File: src/rpds_pkg.sv
// Package of timing constants and states for the reset and power-down sequencer
package rpds_pkg;
	// ----------------------------------------
	// Clock
	// ----------------------------------------
	localparam int CLK_PERIOD_NS = 10;
	// ----------------------------------------
	// Printed times in their own units
	// ----------------------------------------
	localparam int RST_VALID_LOW_NS = 300;
	localparam int RST_PULSE_MS = 1;
	localparam int CTRL_READY_US = 3500;
	localparam int RUN_MIN_MS = 10;
	localparam int PDN_VALID_LOW_US = 725;
	localparam int PDN_PULSE_NS = 800;
	// ----------------------------------------
	// Derived cycle counts
	// ----------------------------------------
	localparam int RST_VALID_LOW_CYC = RST_VALID_LOW_NS / CLK_PERIOD_NS;
	localparam int RST_PULSE_CYC = (RST_PULSE_MS * 1000000 + CLK_PERIOD_NS - 1) / CLK_PERIOD_NS;
	localparam int CTRL_READY_CYC = CTRL_READY_US * 1000 / CLK_PERIOD_NS;
	localparam int RUN_MIN_CYC = (RUN_MIN_MS * 1000000 + CLK_PERIOD_NS - 1) / CLK_PERIOD_NS;
	localparam int PDN_VALID_LOW_CYC = PDN_VALID_LOW_US * 1000 / CLK_PERIOD_NS;
	localparam int PDN_PULSE_CYC = (PDN_PULSE_NS + CLK_PERIOD_NS - 1) / CLK_PERIOD_NS;
	localparam int CNT_W = 24;
	// ----------------------------------------
	// Device states, Gray along the usual path
	// ----------------------------------------
	typedef enum logic [2:0] {
		RPDS_ST_RESET = 3'h0,
		RPDS_ST_WAIT_PORT = 3'h1,
		RPDS_ST_IDLE = 3'h3,
		RPDS_ST_STARTUP = 3'h2,
		RPDS_ST_RUN = 3'h6,
		RPDS_ST_DOWN = 3'h7
	} rpds_state_t;
	typedef enum logic [2:0] {
		RPDS_H_RESET = 3'h0,
		RPDS_H_WAIT_PORT = 3'h1,
		RPDS_H_CMD = 3'h3,
		RPDS_H_WAIT_RUN = 3'h2,
		RPDS_H_RUN = 3'h6,
		RPDS_H_PDN = 3'h7
	} rpds_host_state_t;
endpackage

File: src/rpds_if.sv
// Interface joining the device and controller ends of the sequencer link
`timescale 1ns/1ps
`default_nettype none
interface rpds_if;
	logic reset_n;
	logic power_down_in_n;
	logic startup_cmd;
	logic port_ready;
	logic stage_valid;
	modport device (
		input reset_n,
		input power_down_in_n,
		input startup_cmd,
		output port_ready,
		output stage_valid
	);
	modport host (
		output reset_n,
		output power_down_in_n,
		output startup_cmd,
		input port_ready,
		input stage_valid
	);
endinterface
`default_nettype wire

File: src/rpds_device.sv
// Device end: sequences the core through reset, power-down and start-up
// What this block does
// - Reset forces power-stage output low after 300 ns
// - Controller holds reset low about 1 ms
// - Control port opens 3.5 ms after reset release
// - Run only 10 ms after start-up command
// - Power-down drives power-stage output low after 725 us
// - Controller holds power-down low at least 800 ns
// - Control port works without the audio clock
`timescale 1ns/1ps
`default_nettype none
module rpds_device #(
	parameter int RST_LOW_CYC = rpds_pkg::RST_VALID_LOW_CYC,
	parameter int READY_CYC = rpds_pkg::CTRL_READY_CYC,
	parameter int RUN_CYC = rpds_pkg::RUN_MIN_CYC,
	parameter int PDN_LOW_CYC = rpds_pkg::PDN_VALID_LOW_CYC
) (
	input wire logic i_clk,
	input wire logic i_resetn,
	input wire logic i_ce,
	rpds_if.device lnk,
	output logic o_running,
	output logic o_port_ready
);
	import rpds_pkg::*;
	// ----------------------------------------
	// Declarations
	// ----------------------------------------
	// Separate drop counter, since a reset may land in the middle of a power-down drop
	rpds_state_t state_q, state_d;
	logic [CNT_W-1:0] cnt_q, cnt_d;
	logic [CNT_W-1:0] dly_q, dly_d;
	logic valid_q, valid_d;
	logic ready_q, ready_d;
	logic rst_act, pdn_act;
	logic port_done, run_done, down_done, rst_done;
	logic cmd_take;
	// ----------------------------------------
	// Input decode
	// ----------------------------------------
	// Both inputs are active low
	assign rst_act = !lnk.reset_n;
	assign pdn_act = !lnk.power_down_in_n;
	// Counts start at zero, so each end point is one below its figure
	assign port_done = (cnt_q >= CNT_W'(READY_CYC - 1));
	assign run_done = (cnt_q >= CNT_W'(RUN_CYC - 1));
	assign down_done = (dly_q >= CNT_W'(PDN_LOW_CYC - 1));
	assign rst_done = (dly_q >= CNT_W'(RST_LOW_CYC - 1));
	// Commands are only heard with the port open and power-down released
	assign cmd_take = (state_q == RPDS_ST_IDLE) && lnk.startup_cmd && !pdn_act;
	// ----------------------------------------
	// Sequence state and interval counter
	// ----------------------------------------
	// Runs from i_clk alone, so the port never waits on an audio clock
	always_comb begin
		state_d = state_q;
		cnt_d = cnt_q;
		if (rst_act) begin
			state_d = RPDS_ST_RESET;
			cnt_d = '0;
		end else begin
			case (state_q)
				RPDS_ST_RESET: begin
					cnt_d = '0;
					state_d = RPDS_ST_WAIT_PORT;
				end
				RPDS_ST_WAIT_PORT: begin
					// Commands before this point are ignored
					if (port_done) begin
						cnt_d = '0;
						state_d = RPDS_ST_IDLE;
					end else begin
						cnt_d = cnt_q + 1'b1;
					end
				end
				RPDS_ST_IDLE: begin
					if (cmd_take) begin
						cnt_d = '0;
						state_d = RPDS_ST_STARTUP;
					end
				end
				RPDS_ST_STARTUP: begin
					// Power-down here abandons the start-up; a new command is needed
					if (pdn_act) begin
						state_d = RPDS_ST_IDLE;
					end else if (run_done) begin
						state_d = RPDS_ST_RUN;
					end else begin
						cnt_d = cnt_q + 1'b1;
					end
				end
				RPDS_ST_RUN: begin
					if (pdn_act) begin
						state_d = RPDS_ST_DOWN;
					end
				end
				RPDS_ST_DOWN: begin
					// Release during the count does not cancel the drop
					if (down_done) begin
						state_d = RPDS_ST_IDLE;
					end
				end
				default: begin
					state_d = RPDS_ST_RESET;
					cnt_d = '0;
				end
			endcase
		end
	end
	always_ff @(posedge i_clk) begin
		if (!i_resetn) begin
			state_q <= RPDS_ST_RESET;
			cnt_q <= '0;
		end else if (i_ce) begin
			state_q <= state_d;
			cnt_q <= cnt_d;
		end
	end
	// ----------------------------------------
	// Power-stage control and its drop delay
	// ----------------------------------------
	// Low until start-up completes; drops after a counted delay, or at once in the reset state once a short reset is released
	always_comb begin
		valid_d = valid_q;
		dly_d = dly_q;
		// A reset shorter than the delay still drops the stage via the reset state
		if (rst_act) begin
			if (valid_q) begin
				if (rst_done) begin
					valid_d = 1'b0;
					dly_d = '0;
				end else begin
					dly_d = dly_q + 1'b1;
				end
			end else begin
				dly_d = '0;
			end
		end else begin
			case (state_q)
				RPDS_ST_STARTUP: begin
					if (!pdn_act && run_done) begin
						valid_d = 1'b1;
					end
				end
				RPDS_ST_RUN: begin
					dly_d = '0;
				end
				RPDS_ST_DOWN: begin
					if (down_done) begin
						valid_d = 1'b0;
						dly_d = '0;
					end else begin
						dly_d = dly_q + 1'b1;
					end
				end
				RPDS_ST_RESET: begin
					valid_d = 1'b0;
					dly_d = '0;
				end
				RPDS_ST_WAIT_PORT, RPDS_ST_IDLE: begin
					valid_d = 1'b0;
					dly_d = '0;
				end
				default: begin
					valid_d = 1'b0;
					dly_d = '0;
				end
			endcase
		end
	end
	always_ff @(posedge i_clk) begin
		if (!i_resetn) begin
			valid_q <= 1'b0;
			dly_q <= '0;
		end else if (i_ce) begin
			valid_q <= valid_d;
			dly_q <= dly_d;
		end
	end
	// ----------------------------------------
	// Control port open flag
	// ----------------------------------------
	// Cleared on every reset so a late command is never taken
	always_comb begin
		ready_d = ready_q;
		if (rst_act) begin
			ready_d = 1'b0;
		end else if ((state_q == RPDS_ST_WAIT_PORT) && port_done) begin
			ready_d = 1'b1;
		end
	end
	always_ff @(posedge i_clk) begin
		if (!i_resetn) begin
			ready_q <= 1'b0;
		end else if (i_ce) begin
			ready_q <= ready_d;
		end
	end
	// ----------------------------------------
	// Outputs
	// ----------------------------------------
	// Link and pin copies come from the same flops, so they always agree
	assign lnk.stage_valid = valid_q;
	assign lnk.port_ready = ready_q;
	assign o_running = valid_q;
	assign o_port_ready = ready_q;
endmodule
`default_nettype wire

File: src/flat_wrapper.sv
// flat-port wrapper written by rule: the top's interface ports become plain ports
module rpds_device_flat import rpds_pkg::*;
#(
	parameter int RST_LOW_CYC = rpds_pkg::RST_VALID_LOW_CYC,
	parameter int READY_CYC = rpds_pkg::CTRL_READY_CYC,
	parameter int RUN_CYC = rpds_pkg::RUN_MIN_CYC,
	parameter int PDN_LOW_CYC = rpds_pkg::PDN_VALID_LOW_CYC
)
  (i_clk, i_resetn, i_ce, o_running, o_port_ready, lnk_reset_n, lnk_power_down_in_n, lnk_startup_cmd, lnk_port_ready, lnk_stage_valid);
  rpds_if lnk_i ();
  input wire logic i_clk;
  input wire logic i_resetn;
  input wire logic i_ce;
  output logic o_running;
  output logic o_port_ready;
  input wire logic [$bits(lnk_i.reset_n)-1:0] lnk_reset_n;
  input wire logic [$bits(lnk_i.power_down_in_n)-1:0] lnk_power_down_in_n;
  input wire logic [$bits(lnk_i.startup_cmd)-1:0] lnk_startup_cmd;
  output wire logic [$bits(lnk_i.port_ready)-1:0] lnk_port_ready;
  output wire logic [$bits(lnk_i.stage_valid)-1:0] lnk_stage_valid;
  assign lnk_i.reset_n = lnk_reset_n;
  assign lnk_i.power_down_in_n = lnk_power_down_in_n;
  assign lnk_i.startup_cmd = lnk_startup_cmd;
  assign lnk_port_ready = lnk_i.port_ready;
  assign lnk_stage_valid = lnk_i.stage_valid;
  rpds_device #(.RST_LOW_CYC(RST_LOW_CYC), .READY_CYC(READY_CYC), .RUN_CYC(RUN_CYC), .PDN_LOW_CYC(PDN_LOW_CYC)) u_core (.i_clk(i_clk), .i_resetn(i_resetn), .i_ce(i_ce), .lnk(lnk_i), .o_running(o_running), .o_port_ready(o_port_ready));
endmodule
File: config.mk
export PLATFORM = sky130hd
export DESIGN_NAME = rpds_device_flat
export DESIGN_NICKNAME = d
export VERILOG_FILES = /design/src/rpds_pkg.sv /design/src/rpds_if.sv /design/src/rpds_device.sv /design/src/flat_wrapper.sv
export SDC_FILE = /design/constraint.sdc
export NUM_CORES = 1
export LEC_CHECK = 0
export BUFFER_PORTS_ARGS = -buffer_cell sky130_fd_sc_hd__clkbuf_2
export CAP_MARGIN = 5
export CELL_PAD_IN_SITES_DETAIL_PLACEMENT = 0
export CELL_PAD_IN_SITES_GLOBAL_PLACEMENT = 1
export CORE_AREA = 8 8 102 104
export CTS_CLUSTER_SIZE = 28
export DETAILED_ROUTE_END_ITERATION = 10
export DIE_AREA = 0 0 110 112
export PLACE_DENSITY = 0.62
export SLEW_MARGIN = 5
export SYNTH_ARGS = -nofsm -noshare
export SYNTH_HDL_FRONTEND = slang
export SYNTH_SLANG_ARGS = --single-unit
export TNS_END_PERCENT = 5
File: constraint.sdc
create_clock -name i_clk -period 3.08 [get_ports i_clk]
set_clock_uncertainty 0.1 [all_clocks]
set_input_delay 0.616 -clock i_clk [delete_from_list [all_inputs] [get_ports i_clk]]
set_output_delay 0.616 -clock i_clk [all_outputs]
set_load 0.1 [all_outputs]
==> results of run 1 <==
layout make-up:
cell class | count | area [um2]
Timing Repair Buffer | 14 | 82.6
Multi-Input combinational cell | 278 | 1740
Sequential cell | 53 | 1060
Fill cell | 939 | 5690
Inverter | 11 | 41.3
Clock inverter | 3 | 65.1
Tap cell | 111 | 139
Clock buffer | 5 | 68.8
per-stage QoR:
step	power (mW)	setup WS [ps]	utilization
floorplan	0.767	921	-
finish	1.33	623	0.360
CTS	1.35	595	0.360
global route	1.38	458	0.360
global placement	0.783	640	0.345
detailed placement	0.783	627	0.345
how the worst max path moves through the flow:
| stage | cells after the start | end | slack [ps] |
|---|---|---|---|
| 2_1_floorplan | 6 | u_core.cnt_q[15]$_SDFFE_PN0P_ | 920 |
| 3_3_place_gp | 8 | u_core.cnt_q[15]$_SDFFE_PN0P_ | 640 |
| 3_5_place_dp | 8 | u_core.cnt_q[17]$_SDFFE_PN0P_ | 630 |
| 4_1_cts | 8 | u_core.cnt_q[15]$_SDFFE_PN0P_ | 590 |
| 5_1_grt | 8 | u_core.cnt_q[15]$_SDFFE_PN0P_ | 460 |
| 6_report | 8 | u_core.cnt_q[15]$_SDFFE_PN0P_ | 620 |
power by group:
group          switching, mW  total (mW)  internal (mW)
logic                 0.0534      0.0718         0.0184
clock network          0.240       0.563          0.323
registers            0.00507       0.694          0.689
total                  0.299        1.33           1.03
cells by family after synthesis:
group	synth area share
AO/OA/AOI/OAI	0.199
multiplexers	0.0101
XOR/XNOR	0.0561
AND/OR/NAND/NOR	0.304
flip-flops	0.358
adder cells (fa/ha/maj)	0.0169
buffers and inverters	0.0565
worst max-delay path, delay by kind of cell, from the launching register on:
kind	cells	cell delay [ps]
buffers and inverters	1	220
AO/OA/AOI/OAI	3	500
adder cells (fa/ha/maj)	1	230
AND/OR/NAND/NOR	3	1000
flip-flops	1	340
registers in the layout (all words and copies together), names as in the netlist:
name                    flops
u_core.lnk.port_ready       1
u_core.lnk.stage_valid      1
u_core.dly_q               24
u_core.state_q              3
u_core.cnt_q               24
metal layers:
layer / global-route usage / wire length, um
met3: 0.0214 / 187
met4: 0.0297 / 95
met2: 0.201 / 3370
met1: 0.139 / 3290
met5: 0 / 0
placed cells by master (no fill, tap or decap), types with 4 or more instances in the layout:
cell type,count
a21oi_1,23
a21oi_2,8
a31oi_1,4
and3_1,17
buf_4,5
clkbuf_2,9
clkbuf_8,5
dfxtp_1,53
ha_1,4
inv_1,11
nand2_1,25
nand3_1,26
nand4_1,9
nor2_1,41
nor3_1,8
nor4_1,4
o21ai_0,4
o21ai_1,4
o31ai_1,15
or3_1,6
or4_1,12
xnor2_1,6
xor2_1,13
==> flow_metrics.py, run 1 <==
metrics = {
    "clocking": {
        "clockBufferDepth": 2,
        "cts.repair.resized": 0,
        "cts.sinks": 53,
        "cts_root_buf": "clkbuf_8",
        "numCtsBuffers": 5,
        "postCtsHoldBufs": 0,
        "h-tree-depth": 2,
        "clkLatencyLatePin_ps": 310,
        "cts_tree": "yes",
        "clk_pin_slew_ps": 100,
        "cts_setup_buffers": 0,
    },
    "setup_path": {
        "crit_type": "reg2reg",
        "r2r_end": "u_core.cnt_q[15]$_SDFFE_PN0P_",
        "cp.arrival_ps": 2590,
        "required_ps": 3220,
        "slowest_stage": "or4_1",
        "cp-startpoint": "u_core.cnt_q[0]$_SDFFE_PN0P_",
        "slowest_delay_ps": 520,
        "start_kind": "register",
        "reg2reg_from": "u_core.cnt_q[0]$_SDFFE_PN0P_",
        "cp_cell_sequence": "ha_1, and3_1, nand3_1, a211o_1, a21oi_4, buf_4, or4_1, a21oi_1",
        "reg2reg_slack_ps": 620,
        "path_max_fanout": 31,
        "end_kind": "register",
        "r2r.worst_path.cells": 8,
    },
    "synth": {
        "netlist_area_um2": 2970,
        "synthArstFlopShare": 0,
        "synth_common_cells": "53 x dfxtp_1, 41 x nor2_1, 26 x nand3_1",
        "synth_edf_count": 0,
        "ys_warn_count": 0,
        "yosysSeqAreaShare": 0.358,
        "ys_seq_elements": 53,
        "synthFlopType": "dfxtp_1",
        "yosysTopAreaCellShare": 0.358,
        "syn_nets": 371,
        "ys_types": 56,
        "yosysTopAreaCell": "dfxtp_1",
        "yosys-top-cells-area": "dfxtp_1 36%, nor2_1 5.2%, nand3_1 4.4%",
        "synthMostInstantiatedCell": "dfxtp_1",
        "synthCells": 361,
        "avgSynthCellArea_um2": 8.22,
    },
    "drt": {
        "drtPass1Iterations": 4,
        "totalWireLength_um": 6940,
        "drt-initial-drc-count": 109,
        "viasPerCell": 5.48,
        "vias": 2603,
        "avgRoutedWirePerCell_um": 14.6,
        "drc": 0,
        "detail-route-antenna-nets": 0,
    },
    "die": {
        "fp.dieArea_um2": 12300,
        "io_pins": 10,
        "core_area_um2": 8890,
        "rows": 35,
        "die-width_um": 110,
        "initial_core_util": 0.334,
        "die_height_um": 112,
    },
    "cells_and_area": {
        "fin_area_um2": 3200,
        "drive_above_1_share": 0.110,
        "layout.cells.non_filler": 475,
        "area_delta_synth_final_pct": 7.72,
        "fin_nets": 373,
        "n_antenna_cell": 0,
    },
    "grt": {
        "grt_pass1_wl_um": 11600,
        "grt_max_degree": 32,
        "first_global_vias": 2506,
        "grt-ovfl-total": 0,
        "grt.total_usage": 0.115,
        "antenna_found_initial": 0,
    },
    "hold_path": {
        "holdPathEnd": "u_core.cnt_q[23]$_SDFFE_PN0P_",
        "min_from": "u_core.cnt_q[23]$_SDFFE_PN0P_",
        "holdPathStages": 2,
        "hold_class": "reg2reg",
    },
    "timing": {
        "tightest_slew_ps": 570,
        "finalCritPeriodShare": 0.798,
        "clock.fmax_mhz": 407,
        "rsz0062_at_grt": "no",
        "max_slew_margin": 0.619,
        "whs_ps": 364,
        "slew_violations": 0,
        "tns_ps": 0,
        "finalHoldViolCount": 0,
        "setup_viol": 0,
        "min_period_ps": 2460,
    },
    "pwr": {
        "ir_worst_vdd_mv": 0.162,
        "leakagePower_nw": 1.07,
        "power-per-cell-area_nw_per_um2": 416,
    },
    "placement": {
        "place_congestion": 0.816,
        "dp_cells": 467,
        "dpl.hpwl_um": 5010,
        "postPlaceCellArea_um2": 3060,
        "port_buffers": 9,
    },
    "flow_run": {
        "maxCapViolCount": 0,
    },
    "outcome": {
        "outcome": "finished clean",
    },
}
Power figures use the tool's default switching activity.
==> inputs of run 2 (changes only) <==
ABC_AREA = 1   (was unset)
CORE_AREA = 8 8 105 107   (was 8 8 102 104)
DIE_AREA = 0 0 113 115   (was 0 0 110 112)
PLACE_DENSITY = 0.68   (was 0.62)
clock period = 2.1 ns   (was 3.08 ns; I/O delays follow)
==> flow_metrics.py, run 2 <==
metrics = {
    "outcome": {
        "outcome": "finished clean",
    },
    "clocking": {
        "h-tree-depth": 2,
        "cts.sinks": 53,
        "cts_setup_buffers": 0,
        "clkLatencyLatePin_ps": 320,
        "cts_root_buf": "clkbuf_8",
        "clk_pin_slew_ps": 100,
        "numCtsBuffers": 5,
        "clockBufferDepth": 2,
        "cts_tree": "yes",
    },
    "hold_path": {
        "hold_class": "in2reg",
        "min_from": "i_ce",
    },
    "pwr": {
        "ir_worst_vdd_mv": 0.266,
        "combPwrFrac": 0.107,
        "pwr-share-clk": 0.375,
        "power-per-cell-area_nw_per_um2": 545,
        "swShare": 0.268,
        "p_seq_frac": 0.518,
        "leakagePower_nw": 1.64,
        "p_sw_mw": 0.532,
        "intPower_mw": 1.46,
    },
    "timing": {
        "setup_viol": 0,
        "tightest_slew_ps": 542,
        "min_period_ps": 1920,
        "clock.fmax_mhz": 520,
        "max_slew_margin": 0.640,
        "rsz0062_at_grt": "no",
        "tns_ps": 0,
        "slew_violations": 0,
        "finalHoldViolCount": 0,
        "finalCritPeriodShare": 0.915,
        "whs_ps": 321,
    },
    "setup_path": {
        "cp.arrival_ps": 2070,
        "start_kind": "register",
        "cp-startpoint": "u_core.cnt_q[0]$_SDFFE_PN0P_",
        "crit_type": "reg2reg",
        "path_max_fanout": 10,
        "end_kind": "register",
        "reg2reg_slack_ps": 180,
        "worstSetupEndpoint": "u_core.cnt_q[0]$_SDFFE_PN0P_",
        "required_ps": 2250,
        "reg2reg_from": "u_core.cnt_q[0]$_SDFFE_PN0P_",
        "r2r_end": "u_core.cnt_q[0]$_SDFFE_PN0P_",
        "r2r.worst_path.cells": 12,
    },
    "die": {
        "die-width_um": 113,
        "fp.dieArea_um2": 13000,
        "io_pins": 10,
        "initial_core_util": 0.337,
        "die_height_um": 115,
        "core_area_um2": 9460,
        "rows": 36,
    },
    "synth": {
        "synth_edf_count": 0,
        "netlist_area_um2": 3190,
        "avgSynthCellArea_um2": 6.42,
        "yosysTopAreaCellShare": 0.333,
        "yosysTopAreaCell": "dfxtp_1",
        "synthMostInstantiatedCell": "nand2_1",
        "yosys-top-cells-area": "dfxtp_1 33%, nand2_1 14%, nor2_1 9.4%",
        "ys_seq_elements": 53,
        "syn_nets": 506,
        "ys_types": 36,
        "synthArstFlopShare": 0,
        "synth_common_cells": "116 x nand2_1, 80 x nor2_1, 66 x inv_1",
        "ys_warn_count": 0,
        "synthCells": 496,
        "yosysSeqAreaShare": 0.333,
        "synthFlopType": "dfxtp_1",
    },
    "cells_and_area": {
        "final_core_util": 0.386,
        "final_cell_mix": "116 x nand2_1, 79 x nor2_1, 65 x inv_1",
        "fin_nets": 534,
        "multiInputGateArea_um2": 1810,
        "reg.largest.list": "u_core.cnt_q (24), u_core.dly_q (24), u_core.state_q (3)",
        "seq_area_um2": 1060,
        "num-fill-cells": 1035,
        "area_delta_synth_final_pct": 14.5,
        "drive_above_1_share": 0.152,
        "n_antenna_cell": 0,
        "layout_commonest_cell": "nand2_1",
    },
    "drt": {
        "viasPerCell": 4.82,
        "wl_met2_um": 3340,
        "drtPass1Iterations": 4,
        "totalWireLength_um": 8010,
        "drt-initial-drc-count": 192,
        "dr.max_layer_used": "met4",
        "avgRoutedWirePerCell_um": 12.5,
        "vias": 3080,
        "met3_length_um": 256,
        "drc": 0,
        "routedLengthMet1_um": 4320,
        "detail-route-antenna-nets": 0,
    },
    "grt": {
        "grt_max_degree": 19,
        "grt.total_usage": 0.131,
        "antenna_found_initial": 0,
        "grt_pass1_wl_um": 14000,
        "grt-ovfl-total": 0,
        "first_global_vias": 2941,
    },
    "placement": {
        "dpl.hpwl_um": 6260,
        "port_buffers": 9,
        "place_congestion": 0.810,
    },
    "flow_run": {
        "maxCapViolCount": 0,
    },
}
-- run 2: cell types whose count changed in the layout (fill, tap and decap cells not counted), moves of 7 or more --
| cell | delta |
|---|---|
| or4_1 | -12 |
| a21oi_2 | -7 |
| inv_1 | +54 |
| nor3_1 | +16 |
| nand2_1 | +91 |
| and3_1 | -17 |
| o21ai_0 | +9 |
| inv_2 | +9 |
| nand3_1 | +11 |
| buf_4 | +13 |
| o31ai_1 | -14 |
| nor2_1 | +38 |
-- run 2: layout make-up --
cell class,count,share of cell area
Clock buffer,5,0.0189
Clock inverter,3,0.0137
Inverter,76,0.0796
Multi-Input combinational cell,358,0.496
Sequential cell,53,0.292
Tap cell,114,0.0391
Timing Repair Buffer,30,0.0610
-- run 2: worst max-delay path, stage by stage (launching register included) --
cell     delay, ps
dfxtp_2        350
ha_2           200
nand3_4        110
inv_2           50
nand2_1         90
nand2_1         70
nand3_1         90
nand3_2        130
nand2_1        110
nand2_2         80
buf_6          150
or2_1          200
a21oi_1        120
-- run 2: worst min path at each step --
stage	cells past startpoint	endpoint	slack, ps
final	2	u_core.lnk.port_ready$_SDFFE_PN0P_	320
after global routing	2	u_core.lnk.port_ready$_SDFFE_PN0P_	300
after global placement	2	u_core.dly_q[23]$_SDFFE_PN0P_	320
after CTS	2	u_core.lnk.port_ready$_SDFFE_PN0P_	300
after detailed placement	2	u_core.dly_q[23]$_SDFFE_PN0P_	330
after floorplan	2	u_core.dly_q[20]$_SDFFE_PN0P_	320
-- run 2: metrics by stage --
step / power [mW] / cells / setup WS, ps / instance area, um2
floorplan: 1.19 / 496 / 109 / 3190
global placement: 1.26 / 631 / 95.7 / 3470
detailed placement: 1.26 / 631 / 80.7 / 3470
CTS: 2.02 / 639 / 48.2 / 3590
global route: 2.09 / 639 / 5.26 / 3650
finish: 1.99 / 639 / 178 / 3650
-- run 2: layer usage --
metal  global-route usage  up-vias
li1                     -     1623
met1                0.191     1388
met2                0.196       62
met3               0.0173        7
met4               0.0373        0
met5                    0        -
-- run 2: repair_timing --
action	in CTS	in global routing
resized for setup	0	15
setup endpoints to repair	0	22
hold endpoints to repair	0	0
hold buffers	0	0
-- run 2: cells by family after synthesis --
logic type / share of synthesized area
flops: 0.333
xor+xnor: 0.0275
buf+inv: 0.113
compound gates: 0.0805
fa+ha+maj: 0.0157
simple gates: 0.430
-- run 2: power by group through the flow --
stage | logic [mW] | clock network, mW | registers (mW)
3_5_place_dp | 0.209 | 0 | 1.05
4_1_cts | 0.209 | 0.777 | 1.03
5_1_grt | 0.237 | 0.819 | 1.03
3_3_place_gp | 0.210 | 0 | 1.05
6_report | 0.212 | 0.747 | 1.03
2_1_floorplan | 0.140 | 0 | 1.05
==> inputs of run 3 (changes only) <==
ABC_AREA = unset   (was 1)
CORE_AREA = 8 8 102 104   (was 8 8 105 107)
DIE_AREA = 0 0 110 112   (was 0 0 113 115)
PLACE_DENSITY = 0.65   (was 0.68)
==> flow_metrics.py, run 3 (synthesized netlist as in run 1, its figures left out) <==
metrics = {
    "setup_path": {
        "path_max_fanout": 25,
        "required_ps": 2240,
        "slowest_stage": "or4_4",
        "start_kind": "register",
        "crit_type": "reg2reg",
        "cp.arrival_ps": 2270,
        "end_kind": "register",
        "slowest_delay_ps": 570,
        "cp_cell_sequence": "or4_4, a21oi_4, a21oi_4, buf_12, or4_4, a21oi_2",
    },
    "clocking": {
        "cts_tree": "yes",
        "h-tree-depth": 2,
        "clockBufferDepth": 2,
        "numCtsBuffers": 5,
        "clkLatencyLatePin_ps": 310,
        "clk_pin_slew_ps": 100,
        "cts.sinks": 53,
        "cts_root_buf": "clkbuf_8",
    },
    "grt": {
        "antenna_found_initial": 0,
        "grt.total_usage": 0.130,
        "grt-ovfl-total": 0,
        "first_global_vias": 2805,
        "grt_pass1_wl_um": 13000,
        "grt_max_degree": 26,
    },
    "cells_and_area": {
        "drive_above_1_share": 0.289,
        "multiInputGateArea_um2": 1850,
        "reg.largest.list": "u_core.cnt_q (24), u_core.dly_q (24), u_core.state_q (3)",
        "fin_area_um2": 3730,
        "layout.cells.non_filler": 529,
        "num-fill-cells": 937,
        "fin_nets": 427,
        "seq_area_um2": 1070,
        "final_cell_mix": "57 x buf_4, 44 x dfxtp_1, 40 x nor2_1",
        "area_delta_synth_final_pct": 25.6,
        "layout_commonest_cell": "buf_4",
        "n_antenna_cell": 0,
    },
    "timing": {
        "finalHoldViolCount": 0,
        "tightest_slew_ps": 543,
        "clock.fmax_mhz": 469,
        "max_slew_margin": 0.639,
        "slew_violations": 0,
        "setup_ws_ps": -33.2,
        "tns_ps": -59.0,
        "finalCritPeriodShare": 1.02,
        "min_period_ps": 2130,
        "setup_viol": 3,
        "rsz0062_at_grt": "yes",
    },
    "die": {
        "die_height_um": 112,
        "rows": 35,
        "io_pins": 10,
        "die-width_um": 110,
        "core_area_um2": 8890,
        "fp.dieArea_um2": 12300,
        "initial_core_util": 0.334,
    },
    "placement": {
        "dpl.hpwl_um": 5500,
        "port_buffers": 9,
        "dp_cells": 520,
        "place_congestion": 0.815,
        "dp_slack_ps": -102,
        "postPlaceCellArea_um2": 3490,
    },
    "drt": {
        "drtPass1Iterations": 4,
        "drc": 0,
        "vias": 2834,
        "viasPerCell": 5.36,
        "avgRoutedWirePerCell_um": 14.4,
        "drt-initial-drc-count": 81,
        "totalWireLength_um": 7600,
        "detail-route-antenna-nets": 0,
    },
    "outcome": {
        "outcome": "finished, violations left",
        "violations": "setup timing",
    },
    "hold_path": {
        "hold_class": "in2reg",
    },
    "pwr": {
        "leakagePower_nw": 1.36,
        "p_total_mw": 1.89,
        "power-per-cell-area_nw_per_um2": 508,
        "ir_worst_vdd_mv": 0.277,
    },
    "flow_run": {
        "maxCapViolCount": 0,
    },
}
[run 3: per-layer routing]
metal,GRT usage,vias up,share of wire
met5,0,-,0
met4,0.0477,0,0.016
met3,0.0243,11,0.024
met2,0.217,31,0.49
met1,0.158,1354,0.47
li1,-,1438,-
[run 3: final timing paths]
path,from,depth (start not counted),slack (ps),end
worst min-delay path,i_resetn,2,360,u_core.state_q[2]$_SDFFE_PN0P_
worst max register to register,u_core.cnt_q[20]$_SDFFE_PN0P_,6,-30,u_core.cnt_q[17]$_SDFFE_PN0P_
worst max-delay path,u_core.cnt_q[20]$_SDFFE_PN0P_,6,-30,u_core.cnt_q[17]$_SDFFE_PN0P_
worst min register to register,u_core.cnt_q[23]$_SDFFE_PN0P_,2,360,u_core.cnt_q[23]$_SDFFE_PN0P_
[run 3: final cells by class]
type | instances | area share
Sequential cell | 53 | 0.288
Tap cell | 111 | 0.0372
Clock buffer | 7 | 0.0232
Clock inverter | 1 | 0.00805
Inverter | 11 | 0.0111
Timing Repair Buffer | 68 | 0.138
Multi-Input combinational cell | 278 | 0.495
[run 3: timing repair]
action                                  in CTS  in global routing
cloned                                       0                  0
gates resized for setup                      7                 25
endpoints found under the setup margin      31                 30
hold buffers                                 0                  0
pin swaps                                    2                  7
buffers inserted                             1                  0
[run 3: worst max-delay path: cells and delay by family, from the launching register on]
kind / cells / cell delay, ps
AO/OA/AOI/OAI: 3 / 400
buffers and inverters: 1 / 160
AND/OR/NAND/NOR: 2 / 1090
flip-flops: 1 / 320
[run 3: per-stage QoR]
stage,hold WS (ps),utilization
detailed placement,347,0.393
global route,378,0.419
global placement,337,0.393
finish,358,0.419
CTS,354,0.409
floorplan,326,-
[run 3: where the power goes]
group / internal [mW] / switching (mW) / total [mW] / leakage [nW]
Clock: 0.390 / 0.354 / 0.744 / 0.0585
Combinational: 0.0467 / 0.0861 / 0.133 / 0.869
Sequential: 1.01 / 0.00637 / 1.02 / 0.432
